## config.mk

```make
export PLATFORM = sky130hd
export DESIGN_NAME = ncs_gen
export DESIGN_NICKNAME = d
export VERILOG_FILES = /design/src/hdl/ncs_pkg.sv /design/src/hdl/ncs_uart_tx.sv /design/src/hdl/ncs_gen.sv
export SDC_FILE = /design/constraint.sdc
export NUM_CORES = 1
export LEC_CHECK = 0
export BUFFER_PORTS_ARGS = -buffer_cell sky130_fd_sc_hd__buf_2
export CORE_AREA = 8 8 186 188
export DETAILED_ROUTE_END_ITERATION = 10
export DIE_AREA = 0 0 194 196
export GPL_TIMING_DRIVEN = 1
export PLACE_DENSITY_LB_ADDON = 0.08
export SYNTH_ARGS = -nofsm -noshare
export SYNTH_HDL_FRONTEND = slang
export SYNTH_HIERARCHICAL = 1
export SYNTH_SLANG_ARGS = --single-unit
```

## constraint.sdc

```tcl
create_clock -name clk_sys -period 15.8 [get_ports clk_sys]
set_input_delay 1.58 -clock clk_sys [delete_from_list [all_inputs] [get_ports clk_sys]]
set_output_delay 1.58 -clock clk_sys [all_outputs]
set_load 0.1 [all_outputs]
```

## src/hdl/ncs_pkg.sv

```systemverilog
// shared types and constants for the course/time sentence generator
package ncs_pkg;
  localparam int unsigned CLK_HZ      = 125_000_000;
  localparam int unsigned BAUD        = 4800;
  localparam int unsigned BIT_CYC     = CLK_HZ / BAUD;
  localparam int unsigned ZDA_LIM_MS  = 500;
  localparam int unsigned ZDA_LIM_CYC = (CLK_HZ / 1000) * ZDA_LIM_MS;
  localparam int unsigned FRAME_BITS  = 10;

  localparam logic [5:0] ZDA_STAR = 6'h22;
  localparam logic [5:0] VTG_STAR = 6'h25;
  localparam logic [5:0] TAIL_LEN = 6'h04;

  localparam logic [7:0] CH_DOL   = 8'h24;
  localparam logic [7:0] CH_COM   = 8'h2c;
  localparam logic [7:0] CH_DOT   = 8'h2e;
  localparam logic [7:0] CH_STAR  = 8'h2a;
  localparam logic [7:0] CH_MINUS = 8'h2d;
  localparam logic [7:0] CH_CR    = 8'h0d;
  localparam logic [7:0] CH_LF    = 8'h0a;
  localparam logic [7:0] CH_0     = 8'h30;
  localparam logic [7:0] CH_HEXA  = 8'h37;
  localparam logic [7:0] CH_A     = 8'h41;
  localparam logic [7:0] CH_D     = 8'h44;
  localparam logic [7:0] CH_G     = 8'h47;
  localparam logic [7:0] CH_K     = 8'h4b;
  localparam logic [7:0] CH_N     = 8'h4e;
  localparam logic [7:0] CH_P     = 8'h50;
  localparam logic [7:0] CH_T     = 8'h54;
  localparam logic [7:0] CH_V     = 8'h56;
  localparam logic [7:0] CH_Z     = 8'h5a;

  // [4] hundreds, [3] tens, [2] units, [1] tenths, [0] hundredths
  typedef logic [4:0][3:0] ncs_dec5_t;

  typedef struct packed {
    logic      valid;
    ncs_dec5_t course;
    ncs_dec5_t knots;
    ncs_dec5_t kmh;
  } ncs_fix_t;

  typedef struct packed {
    logic [1:0][3:0] hh;
    logic [1:0][3:0] mm;
    logic [1:0][3:0] ss;
    logic [1:0][3:0] cc;
    logic [1:0][3:0] day;
    logic [1:0][3:0] mon;
    logic [3:0][3:0] year;
    logic            tz_east;
    logic [1:0][3:0] tzh;
    logic [1:0][3:0] tzm;
  } ncs_time_t;

  typedef enum logic [1:0] {
    S_IDLE = 2'h0,
    S_ZDA  = 2'h1,
    S_VTG  = 2'h3
  } ncs_state_t;
endpackage : ncs_pkg

```

## src/hdl/ncs_uart_tx.sv

```systemverilog
// 8N1 serial transmitter with a registered line output
`timescale 1ns/10ps
`default_nettype none
module ncs_uart_tx
  import ncs_pkg::*;
#(
  parameter int unsigned BIT_CYCLES = BIT_CYC
) (
  input  wire logic       clk_sys,
  input  wire logic       rst,
  input  wire logic       start,
  input  wire logic [7:0] data,
  output var  logic       ready,
  output var  logic       txd
);
  logic [9:0]  shf_q, shf_d;
  logic [3:0]  bits_q, bits_d;
  logic [31:0] div_q, div_d;
  logic        rdy_d, txd_d;

  always_comb begin
    shf_d  = shf_q;
    bits_d = bits_q;
    div_d  = div_q;
    if (ready && start) begin
      shf_d  = {1'b1, data, 1'b0};
      bits_d = 4'(FRAME_BITS);
      div_d  = BIT_CYCLES - 1;
    end else if (bits_q != 4'h0) begin
      if (div_q == 32'h0) begin
        shf_d  = {1'b1, shf_q[9:1]};
        bits_d = bits_q - 4'h1;
        div_d  = BIT_CYCLES - 1;
      end else begin
        div_d = div_q - 32'h1;
      end
    end
    rdy_d = (bits_d == 4'h0);
    txd_d = (bits_d == 4'h0) ? 1'b1 : shf_d[0];
  end

  always_ff @(posedge clk_sys or posedge rst) begin
    if (rst) begin
      shf_q  <= 10'h3ff;
      bits_q <= 4'h0;
      div_q  <= 32'h0;
      ready  <= 1'b1;
      txd    <= 1'b1;
    end else begin
      shf_q  <= shf_d;
      bits_q <= bits_d;
      div_q  <= div_d;
      ready  <= rdy_d;
      txd    <= txd_d;
    end
  end
endmodule : ncs_uart_tx
`default_nettype wire

```

## src/hdl/ncs_gen.sv

```systemverilog
// course/speed and time/date sentence generator on one serial line
// How it works
// RULE1: the course sentence opens with true course followed by the T marker.
// RULE2: magnetic course and its unit are left empty, only commas are sent.
// RULE3: speed goes out in knots with N, then in km/h with K.
// RULE4: the last course field is A for autonomous data, N when not valid.
// RULE5: a course sentence each second; only the one after a fresh fix has values, others 0.00; the code sends empty fields if the fix is not valid.
// RULE6: the time sentence for a pulse is finished well inside 500 ms of that pulse.
// RULE7: when not synchronized the time sentence carries only separators and tail.
// RULE8: the time field is hhmmss.ss of the pulse just issued.
// RULE9: after the date comes the zone hour offset, with a minus sign for east.
// RULE10: the last time-sentence field is the zone minute offset, two digits.
// RULE11: each sentence ends in *, two upper-case hex checksum digits, CR and LF.
// RULE12: day and month are two digits, year four digits, after the time field.
`timescale 1ns/10ps
`default_nettype none
module ncs_gen
  import ncs_pkg::*;
#(
  parameter int unsigned BIT_CYCLES  = BIT_CYC,
  parameter int unsigned ZDA_LIM_CYCLES = ZDA_LIM_CYC
) (
  input  wire logic      clk_sys,
  input  wire logic      rst,
  input  wire logic      pps_tick,
  input  wire logic      fix_stb,
  input  wire ncs_fix_t  fix_in,
  input  wire ncs_time_t time_in,
  input  wire logic      synced,
  output var  logic      ser_out,
  output var  logic      busy
);
  function automatic logic [7:0] dig(input logic [3:0] d);
    return CH_0 | {4'h0, d};
  endfunction : dig

  function automatic logic [7:0] hexc(input logic [3:0] n);
    return (n < 4'ha) ? dig(n) : CH_HEXA + {4'h0, n};
  endfunction : hexc

  // {emit, char}; integer part drops leading zeros but keeps the units digit
  function automatic logic [8:0] num_char(input ncs_dec5_t v,
                                          input logic [2:0] k);
    case (k)
      3'h0:    return {v[4] != 4'h0, dig(v[4])};
      3'h1:    return {(v[4] | v[3]) != 4'h0, dig(v[3])};
      3'h2:    return {1'b1, dig(v[2])};
      3'h3:    return {1'b1, CH_DOT};
      3'h4:    return {1'b1, dig(v[1])};
      default: return {1'b1, dig(v[0])};
    endcase
  endfunction : num_char

  ncs_state_t state_q, state_d;
  logic [5:0] step_q, step_d;
  logic [7:0] cks_q, cks_d;
  ncs_fix_t   fix_q, fix_d, vtg_q, vtg_d;
  ncs_time_t  tim_q, tim_d;
  logic       sync_q, sync_d, fresh_q, fresh_d, busy_d;
  logic       emit, tx_go, tx_rdy, take;
  logic [7:0] ch;
  logic [5:0] star;
  logic [8:0] nc;
  logic [5:0] rel;

  assign star = (state_q == S_VTG) ? VTG_STAR : ZDA_STAR;
  assign take = pps_tick && (state_q == S_IDLE);

  // character selection for the current step
  always_comb begin
    emit = 1'b1;
    ch   = CH_COM;
    nc   = 9'h0;
    rel  = 6'h0;
    if (step_q == star) begin
      ch = CH_STAR; // RULE11
    end else if (step_q == star + 6'h1) begin
      ch = hexc(cks_q[7:4]); // RULE11
    end else if (step_q == star + 6'h2) begin
      ch = hexc(cks_q[3:0]); // RULE11
    end else if (step_q == star + 6'h3) begin
      ch = CH_CR; // RULE11
    end else if (step_q == star + TAIL_LEN) begin
      ch = CH_LF; // RULE11
    end else if (state_q == S_VTG) begin
      if (step_q >= 6'h7 && step_q <= 6'hc) begin
        rel = step_q - 6'h7;
        nc  = num_char(vtg_q.course, rel[2:0]); // RULE1
      end else if (step_q >= 6'h12 && step_q <= 6'h17) begin
        rel = step_q - 6'h12;
        nc  = num_char(vtg_q.knots, rel[2:0]); // RULE3
      end else if (step_q >= 6'h1b && step_q <= 6'h20) begin
        rel = step_q - 6'h1b;
        nc  = num_char(vtg_q.kmh, rel[2:0]); // RULE3
      end
      case (step_q)
        6'h00: ch = CH_DOL;
        6'h01: ch = CH_G;
        6'h02: ch = CH_P;
        6'h03: ch = CH_V;
        6'h04: ch = CH_T;
        6'h05: ch = CH_G;
        6'h0e: ch = CH_T; // RULE1
        6'h19: ch = CH_N; // RULE3
        6'h22: ch = CH_K; // RULE3
        6'h24: ch = vtg_q.valid ? CH_A : CH_N; // RULE4
        6'h07, 6'h08, 6'h09, 6'h0a, 6'h0b, 6'h0c,
        6'h12, 6'h13, 6'h14, 6'h15, 6'h16, 6'h17,
        6'h1b, 6'h1c, 6'h1d, 6'h1e, 6'h1f, 6'h20: begin
          emit = nc[8] && vtg_q.valid;
          ch   = nc[7:0];
        end
        default: ch = CH_COM; // RULE2
      endcase
    end else begin
      case (step_q)
        6'h00: ch = CH_DOL;
        6'h01: ch = CH_G;
        6'h02: ch = CH_P;
        6'h03: ch = CH_Z;
        6'h04: ch = CH_D;
        6'h05: ch = CH_A;
        6'h07: ch = dig(tim_q.hh[1]); // RULE8
        6'h08: ch = dig(tim_q.hh[0]);
        6'h09: ch = dig(tim_q.mm[1]);
        6'h0a: ch = dig(tim_q.mm[0]);
        6'h0b: ch = dig(tim_q.ss[1]);
        6'h0c: ch = dig(tim_q.ss[0]);
        6'h0d: ch = CH_DOT; // RULE8
        6'h0e: ch = dig(tim_q.cc[1]);
        6'h0f: ch = dig(tim_q.cc[0]);
        6'h11: ch = dig(tim_q.day[1]); // RULE12
        6'h12: ch = dig(tim_q.day[0]);
        6'h14: ch = dig(tim_q.mon[1]);
        6'h15: ch = dig(tim_q.mon[0]);
        6'h17: ch = dig(tim_q.year[3]);
        6'h18: ch = dig(tim_q.year[2]);
        6'h19: ch = dig(tim_q.year[1]);
        6'h1a: ch = dig(tim_q.year[0]);
        6'h1c: ch = CH_MINUS; // RULE9
        6'h1d: ch = dig(tim_q.tzh[1]); // RULE9
        6'h1e: ch = dig(tim_q.tzh[0]);
        6'h20: ch = dig(tim_q.tzm[1]); // RULE10
        6'h21: ch = dig(tim_q.tzm[0]);
        default: ch = CH_COM;
      endcase
      if (step_q == 6'h1c) begin
        emit = sync_q && tim_q.tz_east; // RULE9
      end else if (ch != CH_COM && step_q > 6'h6) begin
        emit = sync_q; // RULE7
      end
    end
  end

  assign tx_go = (state_q != S_IDLE) && emit && tx_rdy;

  // sequencing, checksum and snapshots
  always_comb begin
    state_d = state_q;
    step_d  = step_q;
    cks_d   = cks_q;
    fix_d   = fix_q;
    vtg_d   = vtg_q;
    tim_d   = tim_q;
    sync_d  = sync_q;
    // a fix landing on the pulse that consumes the old one stays fresh
    fresh_d = fix_stb || (fresh_q && !take); // RULE5
    if (fix_stb) begin
      fix_d = fix_in;
    end
    if (take) begin
      tim_d        = time_in; // RULE8
      sync_d       = synced; // RULE7
      vtg_d        = fix_q;
      vtg_d.course = fresh_q ? fix_q.course : '0; // RULE5
      vtg_d.knots  = fresh_q ? fix_q.knots : '0;
      vtg_d.kmh    = fresh_q ? fix_q.kmh : '0;
      state_d      = S_ZDA; // RULE6
      step_d       = 6'h0;
      cks_d        = 8'h0;
    end else if (state_q != S_IDLE && (tx_go || !emit)) begin
      if (tx_go && step_q != 6'h0 && step_q < star) begin
        cks_d = cks_q ^ ch; // RULE11
      end
      step_d = step_q + 6'h1;
      if (step_q == star + TAIL_LEN) begin
        step_d = 6'h0;
        cks_d  = 8'h0;
        unique case (state_q)
          S_ZDA:   state_d = S_VTG; // RULE5
          S_VTG:   state_d = S_IDLE;
          default: state_d = S_IDLE;
        endcase
      end
    end
    busy_d = (state_d != S_IDLE);
  end

  always_ff @(posedge clk_sys or posedge rst) begin
    if (rst) begin
      state_q <= S_IDLE;
      step_q  <= 6'h0;
      cks_q   <= 8'h0;
      fix_q   <= '0;
      vtg_q   <= '0;
      tim_q   <= '0;
      sync_q  <= 1'b0;
      fresh_q <= 1'b0;
      busy    <= 1'b0;
    end else begin
      state_q <= state_d;
      step_q  <= step_d;
      cks_q   <= cks_d;
      fix_q   <= fix_d;
      vtg_q   <= vtg_d;
      tim_q   <= tim_d;
      sync_q  <= sync_d;
      fresh_q <= fresh_d;
      busy    <= busy_d;
    end
  end

  ncs_uart_tx #(
    .BIT_CYCLES (BIT_CYCLES)
  ) u_tx (
    .clk_sys (clk_sys),
    .rst     (rst),
    .start   (tx_go),
    .data    (ch),
    .ready   (tx_rdy),
    .txd     (ser_out)
  );

  // helper: cycles since the pulse while the time sentence is in flight
  logic [31:0] zda_cnt_q, zda_cnt_d;
  always_comb begin
    zda_cnt_d = zda_cnt_q;
    if (take) begin
      zda_cnt_d = 32'h0;
    end else if (state_q == S_ZDA) begin
      zda_cnt_d = zda_cnt_q + 32'h1;
    end
  end

  always_ff @(posedge clk_sys or posedge rst) begin
    if (rst) begin
      zda_cnt_q <= 32'h0;
    end else begin
      zda_cnt_q <= zda_cnt_d;
    end
  end
endmodule : ncs_gen
`default_nettype wire

```

==> metrics, run 1 <==
outcome=finished, final reports clean; drc violations=0; ANT nets after route=0; Post-Route Setup TNS=0 ps; element type at the critical path end=register; CTS buffer count=30; Netlist cell types=between 90 and 100; final setup violation count=0; CTS Root Cell=clkbuf_16; Synth-to-Final Area Change=14.3%; DRT Pass-1 Iters=6; FFs w/ async S/R, synth=100%; Routed Wire Length=around 40 mm; ant diodes=0; die height=196 um; class of the worst hold path=register to register; die footprint=38,000 um^2; Global Route Usage Sum=20.5%; hold slack=roughly 470 ps; clock latency on the worst-skew pair=around 560 ps; deepest clock path buffer count=3; cell count after synthesis=around 1,500; Final Hold Fails=0; final-stage net count=1,762; slew margin rel.=26.0%; Setup crit start kind=register; Syn Nets=roughly 1,700; Die Wd=194 um; Overflow after GRT=0; core area=31,900 um^2; post-CTS resize count=0; # fillers=slightly above 3,000; PwrDens=between 100 and 150 nW/um^2; Final period util=a little under a third; hold buffer count at CTS=0; top_reg_cell synth=dfrtp_1; Worst-path clk slew=~60 ps; FF/Latch Area=roughly 6700 um^2; placed cell count=around 2,000; critical path class=register to register; number of global-route vias before repair=~12,000; num ports=~150; Initial Utilization=44.0%; CTS Sinks=~270; initial antenna violation count=0; yosys warns=6; Max Cap Violations=0; Final min period=approximately 5000 ps; multi-input logic area=about 6700 um^2; Placer Congestion=a little over 0.9; unrepaired setup endpoints after global routing=false; Non-Filler Instances=approximately 2,000; DR iter-0 viols=roughly 820; EDFF count, synth=0; Leakage Power=approximately 7.5 nW; Layout Skew=~16 ps; Worst-Margin Slew=between 1000 and 1500 ps; IO buf count=148; sequential share of the synthesized area=between 40% and 50%; global-route wire length before repair=~64 mm; CTS tree=yes; Setup Buffers After CTS=0; Mean Syn Cell Area=about 9.4 um^2; htree depth=1; Site Rows=66; Avg WL per Cell=between 15 and 20 um; vias per cell=approximately 5.6; vias=~11,000; layout cells sized above 1=roughly a fifth; Peak VDD IR=about 0.093 mV; Critical Path RT=around 16,000 ps; #FFs+latches synth=roughly 270; maximum fanout along the worst path=19; DPL Wire Length=27.9 mm; crit path DAT=roughly 5500 ps; Netlist Area Pre-Place=around 14,000 um^2; largest net degree at the start of global routing=around 90; FMAX=~200 MHz; Final Max Tran Viols=0
[flip-flops by register name, summed over array words and instances, names as in the netlist, 2 cells and up]
name,count
step_q,6
state_q,2
u_tx/div_q,32
cks_q,7
fix_q,61
tim_q,81
u_tx/shf_q,10
u_tx/bits_q,4
vtg_q,61
[per-layer routing]
layer | vias up | share of wire [%] | GRT usage [%] | wire, um
li1 | 5446 | - | - | -
met1 | 5559 | 46 | 28.6 | 18400
met2 | 278 | 46 | 33.0 | 18300
met3 | 70 | 4.8 | 3.27 | 1890
met4 | 0 | 2.5 | 5.37 | 1010
met5 | - | 0 | 0 | 0
[cell usage after synthesis, types with 9 or more instances]
cell	instances	area share (%)
a32oi_1	14	0.87
mux2i_1	23	1.6
nor4_1	14	0.62
xnor2_1	17	1.1
buf_2	14	0.50
nand2_1	422	11
o31ai_1	10	0.54
o21ai_0	32	1.1
inv_1	26	0.70
a22oi_1	12	0.64
dfrtp_1	257	46
nand3_1	76	2.7
mux2_2	69	5.5
nor3_1	26	0.93
dfstp_2	12	2.2
or3_1	17	0.76
ha_1	18	1.6
xor2_1	10	0.62
nor2_1	60	1.6
or2_2	10	0.45
a21oi_1	40	1.4
a21o_1	12	0.64
nand2b_1	13	0.58
a22o_1	12	0.75
clkbuf_1	63	1.7
and3_1	9	0.40
[where the power goes]
part / leakage, nW / switching [mW] / internal [mW]
Combinational: 3.66 / 0.374 / 0.261
Sequential: 3.30 / 0.144 / 0.857
Clock: 0.516 / 0.289 / 0.455
Total: 7.47 / 0.807 / 1.57
[critical path, stage by stage (launching register included)]
cell	delay (ps)
dfrtp_1	640
inv_1	160
ha_1	490
buf_4	330
or3_1	420
a21oi_1	230
nand3_1	180
or3b_4	480
o211a_4	280
nor2_1	130
nand2_1	120
a211oi_2	500
nand3_2	330
or4_1	470
a21oi_1	150
[cell usage in the layout, fill, tap and decap left out, types with 8 or more instances in the layout]
cell and instances:
nor2_1 60, buf_4 15, a21oi_1 40, nand3_1 76, ha_1 18, nand2b_1 13
nand3b_1 8, nand2_1 421, dfrtp_1 256, a22o_1 12, mux2i_1 23, buf_2 148
or3_1 17, a22oi_1 12, xor2_1 10, dfstp_2 12, nor4_1 14, a32oi_1 14
inv_1 24, a21o_1 12, o21ai_0 32, mux2_2 69, o31ai_1 10, clkbuf_16 30
xnor2_1 17, and3_1 9, or2_2 10, nor3_1 26
[cells by family after synthesis]
logic type | Yosys count | share of synthesized area (%)
flops | 269 | 48.1
mux | 92 | 7.18
buf+inv | 121 | 3.93
xor+xnor | 27 | 1.69
fa+ha+maj | 18 | 1.61
compound gates | 238 | 12.8
other cells | 1 | 0.0267
simple gates | 730 | 24.6
[path summary, 6_finish.rpt]
check,startpoint,depth (start not counted),slack (ps),to
worst max-delay path,step_q[1],14,10790,u_tx/div_q[29]
worst max register to register,step_q[1],14,10790,u_tx/div_q[29]
max in group asynchronous,rst,3,13310,cks_q[0]
worst min-delay path,vtg_q[42],2,470,vtg_q[42]
worst min register to register,vtg_q[42],2,470,vtg_q[42]
min in group asynchronous,rst,2,1110,cks_q[4]
[stage by stage]
step | util (%) | total power [mW] | cell area, um^2 | setup slack, ps
2_1_floorplan | - | 1.44 | 14000 | 8170
3_3_place_gp | 46.9 | 1.63 | 15000 | 11060
3_5_place_dp | 46.9 | 1.64 | 15000 | 10860
4_1_cts | 50.3 | 2.40 | 16000 | 10840
5_1_grt | 50.3 | 2.53 | 16000 | 10410
6_report | 50.3 | 2.38 | 16000 | 10790
[layout make-up]
class	instances	share of cell area (%)
timing repair buffer	163	5.33
tap	408	3.19
clock inverter	15	1.37
inverter	27	0.679
clock buffer	41	5.26
sequential	269	42.1
multi-input combinational	1106	42.1
No activity file was read; power rests on OpenSTA's default activity.
==> inputs of run 2 (changes only) <==
- clock period: 15.8 -> 4.5 ns (I/O delays scaled with it)
==> run 2 against run 1 <==
Against the previous run:
- sequential power rose to 3.5 times the previous value
- die area did not move
- cell count rose by 1.1%
- highest routed layer unchanged
- sequential share of layout area fell by 0.39 points
- fmax rose by 19%
==> metrics, run 2 (synthesis results as in run 1) <==
Comb pwr share=27.8%; ANT nets after route=0; Setup crit start kind=register; Routed Wire Length=about 40 mm; Site Rows=66; Clock power frac=between 20% and 30%; critical path class=register to register; Internal Pwr Total=5.43 mW; global-route wire length before repair=65.3 mm; slew margin rel.=29.0%; largest net degree at the start of global routing=roughly 130; Final Max Tran Viols=0; FMAX=~240 MHz; Reg power frac=approximately 42%; Largest Register=tim_q; element type at the critical path end=register; Setup Buffers After CTS=0; multi-input logic area=6740 um^2; Synth-to-Final Area Change=15.3%; Die Wd=between 150 and 200 um; Max Cap Violations=0; CTS Sinks=between 200 and 300; DRT Pass-1 Iters=5; core area=approximately 32,000 um^2; CTS tree=yes; number of global-route vias before repair=between 10,000 and 15,000; DPL Wire Length=around 29 mm; die footprint=38,000 um^2; Overflow after GRT=0; Critical Path RT=about 5000 ps; Final period util=93.1%; Global Route Usage Sum=a little over a fifth; Post-Route Setup TNS=0 ps; vias per cell=5.56; flop2flop setup slack=~310 ps; PwrDens=roughly 500 nW/um^2; most common cell after layout, fill and taps aside=nand2_1; unrepaired setup endpoints after global routing=false; vias=~11,000; CP max-delay cell=dfrtp_1; ant diodes=0; CTS Root Cell=clkbuf_16; num ports=around 150; Leakage Power=between 7 and 8 nW; hold buffer count at CTS=0; Reg2Reg Launch Point=step_q[0]; post-CTS resize count=0; CTS buffer count=31; Final Hold Fails=0; # fillers=roughly 3,100; outcome=finished, final reports clean; final-stage net count=1,783; post-route cell area=about 16,000 um^2; Final min period=around 4200 ps; FF/Latch Area=6750 um^2; CP peak stage delay=560 ps; htree depth=1; IO buf count=around 150; drc violations=0; layout cells sized above 1=22.0%; Psw=2.89 mW; Worst-Margin Slew=approximately 1100 ps; reg2reg end=u_tx/div_q[25]; final setup violation count=0; Peak VDD IR=approximately 0.33 mV; Avg WL per Cell=between 15 and 20 um; Placer Congestion=between 0.8 and 0.9; number of flip-flops under the largest register name=81; Layout Skew=15.7 ps; initial antenna violation count=0; crit-path cells=inv_1 -> ha_1 -> or4b_1 -> a21oi_2 -> nor3_1 -> a221o_1 -> o211a_4 -> nor2_1 -> nand2_1 -> a211oi_2 -> nand3_2 -> or4_1 -> a21oi_1; clock latency on the worst-skew pair=approximately 580 ps; hold slack=2.37 ps; DR iter-0 viols=738; most frequent cells in the layout=421 x nand2_1, 256 x dfrtp_1, 148 x buf_2; WP buf/inv=1; class of the worst hold path=input port to asynchronous set/reset pin; Top Registers=tim_q (81), fix_q (61), vtg_q (61); deepest clock path buffer count=3; die height=approximately 200 um; Crit path max-delay family=simple AND/OR/NAND/NOR gates; final core utilization=between 50% and 60%; maximum fanout along the worst path=12; crit path DAT=around 4700 ps; Reg2Reg Depth=13; Worst-path clk slew=~60 ps; placed inst area=roughly 15,000 um^2; sw frac=a little over a third; Initial Utilization=between 40% and 50%
==> run 2: cell count changes in the layout (fill, tap and decap cells not counted), sizes merged <==
cell      change
clkinvlp      +1
bufinv        -4
buf          +20
clkbuf        +5
==> run 2: layout make-up <==
| class | instances | area share (%) |
|---|---|---|
| clock inverters | 12 | 0.696 |
| inverters | 27 | 0.650 |
| clock buffers | 46 | 5.58 |
| repair buffers | 183 | 6.52 |
| flip-flops and latches | 269 | 41.7 |
| well taps | 408 | 3.16 |
| multi-input cells | 1106 | 41.7 |
==> run 2: stage by stage <==
stage	setup WS, ps	instances	power, mW
floorplan	542	1496	5.06
global placement	510	1993	5.82
detailed placement	376	1993	5.85
CTS	340	2051	8.39
global route	32.1	2051	8.82
finish	309	2051	8.32
==> run 2: worst max path at each step <==
| stage | from | to | slack [ps] | depth (start not counted) |
|---|---|---|---|---|
| 4_1_cts | step_q[0] | u_tx/div_q[25] | 340 | 13 |
| 5_1_grt | step_q[0] | u_tx/div_q[25] | 30 | 13 |
| 2_1_floorplan | step_q[2] | u_tx/div_q[25] | 540 | 16 |
| 3_3_place_gp | step_q[0] | cks_q[3] | 510 | 11 |
| 6_report | step_q[0] | u_tx/div_q[25] | 310 | 13 |
| 3_5_place_dp | step_q[0] | u_tx/div_q[25] | 380 | 13 |
==> run 2: worst reg2reg max path: cells and delay by family, from the launching register on <==
family	cells	cell delay, ps
simple gates	6	1630
flops	1	560
buf+inv	1	200
compound gates	5	1340
fa+ha+maj	1	370
==> run 2: power groups by stage <==
stage	combinational, mW	sequential, mW	clock [mW]
2_1_floorplan	1.72	3.33	0
3_3_place_gp	2.27	3.55	0
3_5_place_dp	2.30	3.55	0
4_1_cts	2.32	3.52	2.55
5_1_grt	2.58	3.59	2.65
6_report	2.32	3.52	2.49
==> run 2: metal layers <==
layer	track usage (%)	routed length (um)	vias up
met5	0	0	-
met4	5.94	1190	0
met3	2.91	1780	73
met2	34.2	18600	308
met1	28.8	18700	5508
li1	-	-	5508
==> inputs of run 3 (changes only) <==
- REMOVE_ABC_BUFFERS: unset -> 1
==> run 3 against run 2 <==
Against the previous run:
- sequential share of layout area barely moved
- global-route usage fell by 1.2 points
- non-clock buffer count rose by 7
- die area did not move
- core utilization barely moved
- cell count rose by 0.15%
- sequential power fell by 2%
- clock power fell by 3%
- first-iteration DRC count rose by 12%
- largest cell class unchanged
==> metrics, run 3 (synthesis results as in run 1) <==
ant diodes=0; Worst Setup SP=step_q[0]; htree depth=1; core area=31,900 um^2; class of the worst hold path=input port to asynchronous set/reset pin; num ports=approximately 150; Psw=between 2 and 3 mW; Top Registers=tim_q (81), fix_q (61), vtg_q (61); Reg2Reg Launch Point=step_q[0]; post-placement setup slack=288 ps; Setup crit end=u_tx/div_q[25]; Internal Pwr Total=about 5.4 mW; critical path class=register to register; Placer Congestion=0.881; placed cell count=approximately 2,000; clock latency on the worst-skew pair=580 ps; Final Hold Fails=0; vias per cell=between 5 and 6; Setup crit start kind=register; FF/Latch Area=around 6700 um^2; CTS buffer count=30; outcome=finished, final reports clean; Final min period=between 4000 and 5000 ps; DPL Wire Length=27.5 mm; Final period util=around 92%; Setup Buffers After CTS=0; Peak VDD IR=about 0.29 mV; most frequent cells in the layout=421 x nand2_1, 256 x dfrtp_1, 148 x buf_2; final core utilization=about 50%; Reg power frac=a little over two fifths; DR iter-0 viols=823; drc violations=0; reg2reg end=u_tx/div_q[25]; Avg WL per Cell=about 19 um; Site Rows=66; layout cells sized above 1=around 22%; FMAX=~240 MHz; CTS tree=yes; CTS Root Cell=clkbuf_16; flop2flop setup slack=between 300 and 400 ps; crit path DAT=approximately 4600 ps; Comb pwr share=approximately 28%; multi-input logic area=a little under 7000 um^2; Die Wd=194 um; CTS Sinks=roughly 270; die height=~200 um; final-stage net count=1,789; global-route wire length before repair=between 60 and 70 mm; DRT Pass-1 Iters=5; element type at the critical path end=register; # fillers=3,053; Leakage Power=approximately 7.6 nW; largest net degree at the start of global routing=120; die footprint=around 38,000 um^2; Initial Utilization=between 40% and 50%; ANT nets after route=0; slew margin rel.=28.6%; IO buf count=148; Layout Skew=23.0 ps; Synth-to-Final Area Change=15.3%; Final Max Tran Viols=0; vias=11,300; hold buffer count at CTS=0; sw frac=between 30% and 40%; Reg2Reg Depth=13; initial antenna violation count=0; number of flip-flops under the largest register name=81; Worst-path clk slew=about 60 ps; Clock power frac=29.4%; deepest clock path buffer count=3; Post-Route Setup TNS=0 ps; post-CTS resize count=0; hold slack=45.2 ps; Global Route Usage Sum=just under 20%; most common cell after layout, fill and taps aside=nand2_1; Critical Path RT=4980 ps; Max Cap Violations=0; final setup violation count=0; unrepaired setup endpoints after global routing=false; Non-Filler Instances=around 2,100; Overflow after GRT=0; final setup margin=roughly 350 ps; Worst-Margin Slew=1070 ps; PwrDens=just over 500 nW/um^2; Routed Wire Length=roughly 38 mm; maximum fanout along the worst path=12; number of global-route vias before repair=between 10,000 and 15,000; Largest Register=tim_q
## run 3: changes by cell type in the layout (fill, tap and decap cells not counted), sizes merged
cell / delta
buf: +7
clkbuf: +2
clkinv: -2
clkinvlp: -2
inv: -2
## run 3: routing by layer
metal	routed length, um	up-vias	GRT usage (%)
met5	0	-	0
li1	-	5515	-
met1	17800	5490	27.4
met2	17700	276	32.0
met3	1800	57	3.29
met4	778	0	4.41
## run 3: final cells by class
type                    instances  area share, %
clock buffers                  48           5.56
clock inverters                 6          0.511
inverters                      27          0.673
multi-input cells            1106           41.7
flip-flops and latches        269           41.7
well taps                     408           3.16
repair buffers                190           6.69
## run 3: how the worst min path moves through the flow
| stage | end | startpoint |
|---|---|---|
| global route | tim_q[49] | time_in[49] |
| global placement | tim_q[23] | tim_q[23] |
| floorplan | vtg_q[25] | vtg_q[25] |
| detailed placement | vtg_q[3] | vtg_q[3] |
| finish | fix_q[31] | rst |
| CTS | tim_q[51] | time_in[51] |
## run 3: power groups by stage
stage | Clock (mW) | Combinational [mW] | Sequential (mW)
final | 2.42 | 2.34 | 3.46
after global routing | 2.58 | 2.62 | 3.53
after CTS | 2.48 | 2.35 | 3.45
after detailed placement | 0 | 2.34 | 3.49
after global placement | 0 | 2.32 | 3.48
after floorplan | 0 | 1.63 | 3.37
## run 3: worst max-delay path, stage by stage (launching register included)
cell      delay (ps)
dfrtp_1          550
inv_1            190
ha_1             310
a21o_1           210
a32o_1           210
a2111o_1         460
or3b_4           420
o211a_4          280
nor2_1           160
nand2_1          120
a211oi_2         290
nand3_2          250
or4_1            450
a21oi_1          150
## run 3: through the flow
stage / cell area [um^2] / power [mW]
finish: 16200 / 8.21
global route: 16200 / 8.72
CTS: 16200 / 8.29
detailed placement: 15200 / 5.83
global placement: 15200 / 5.81
floorplan: 13600 / 5.00
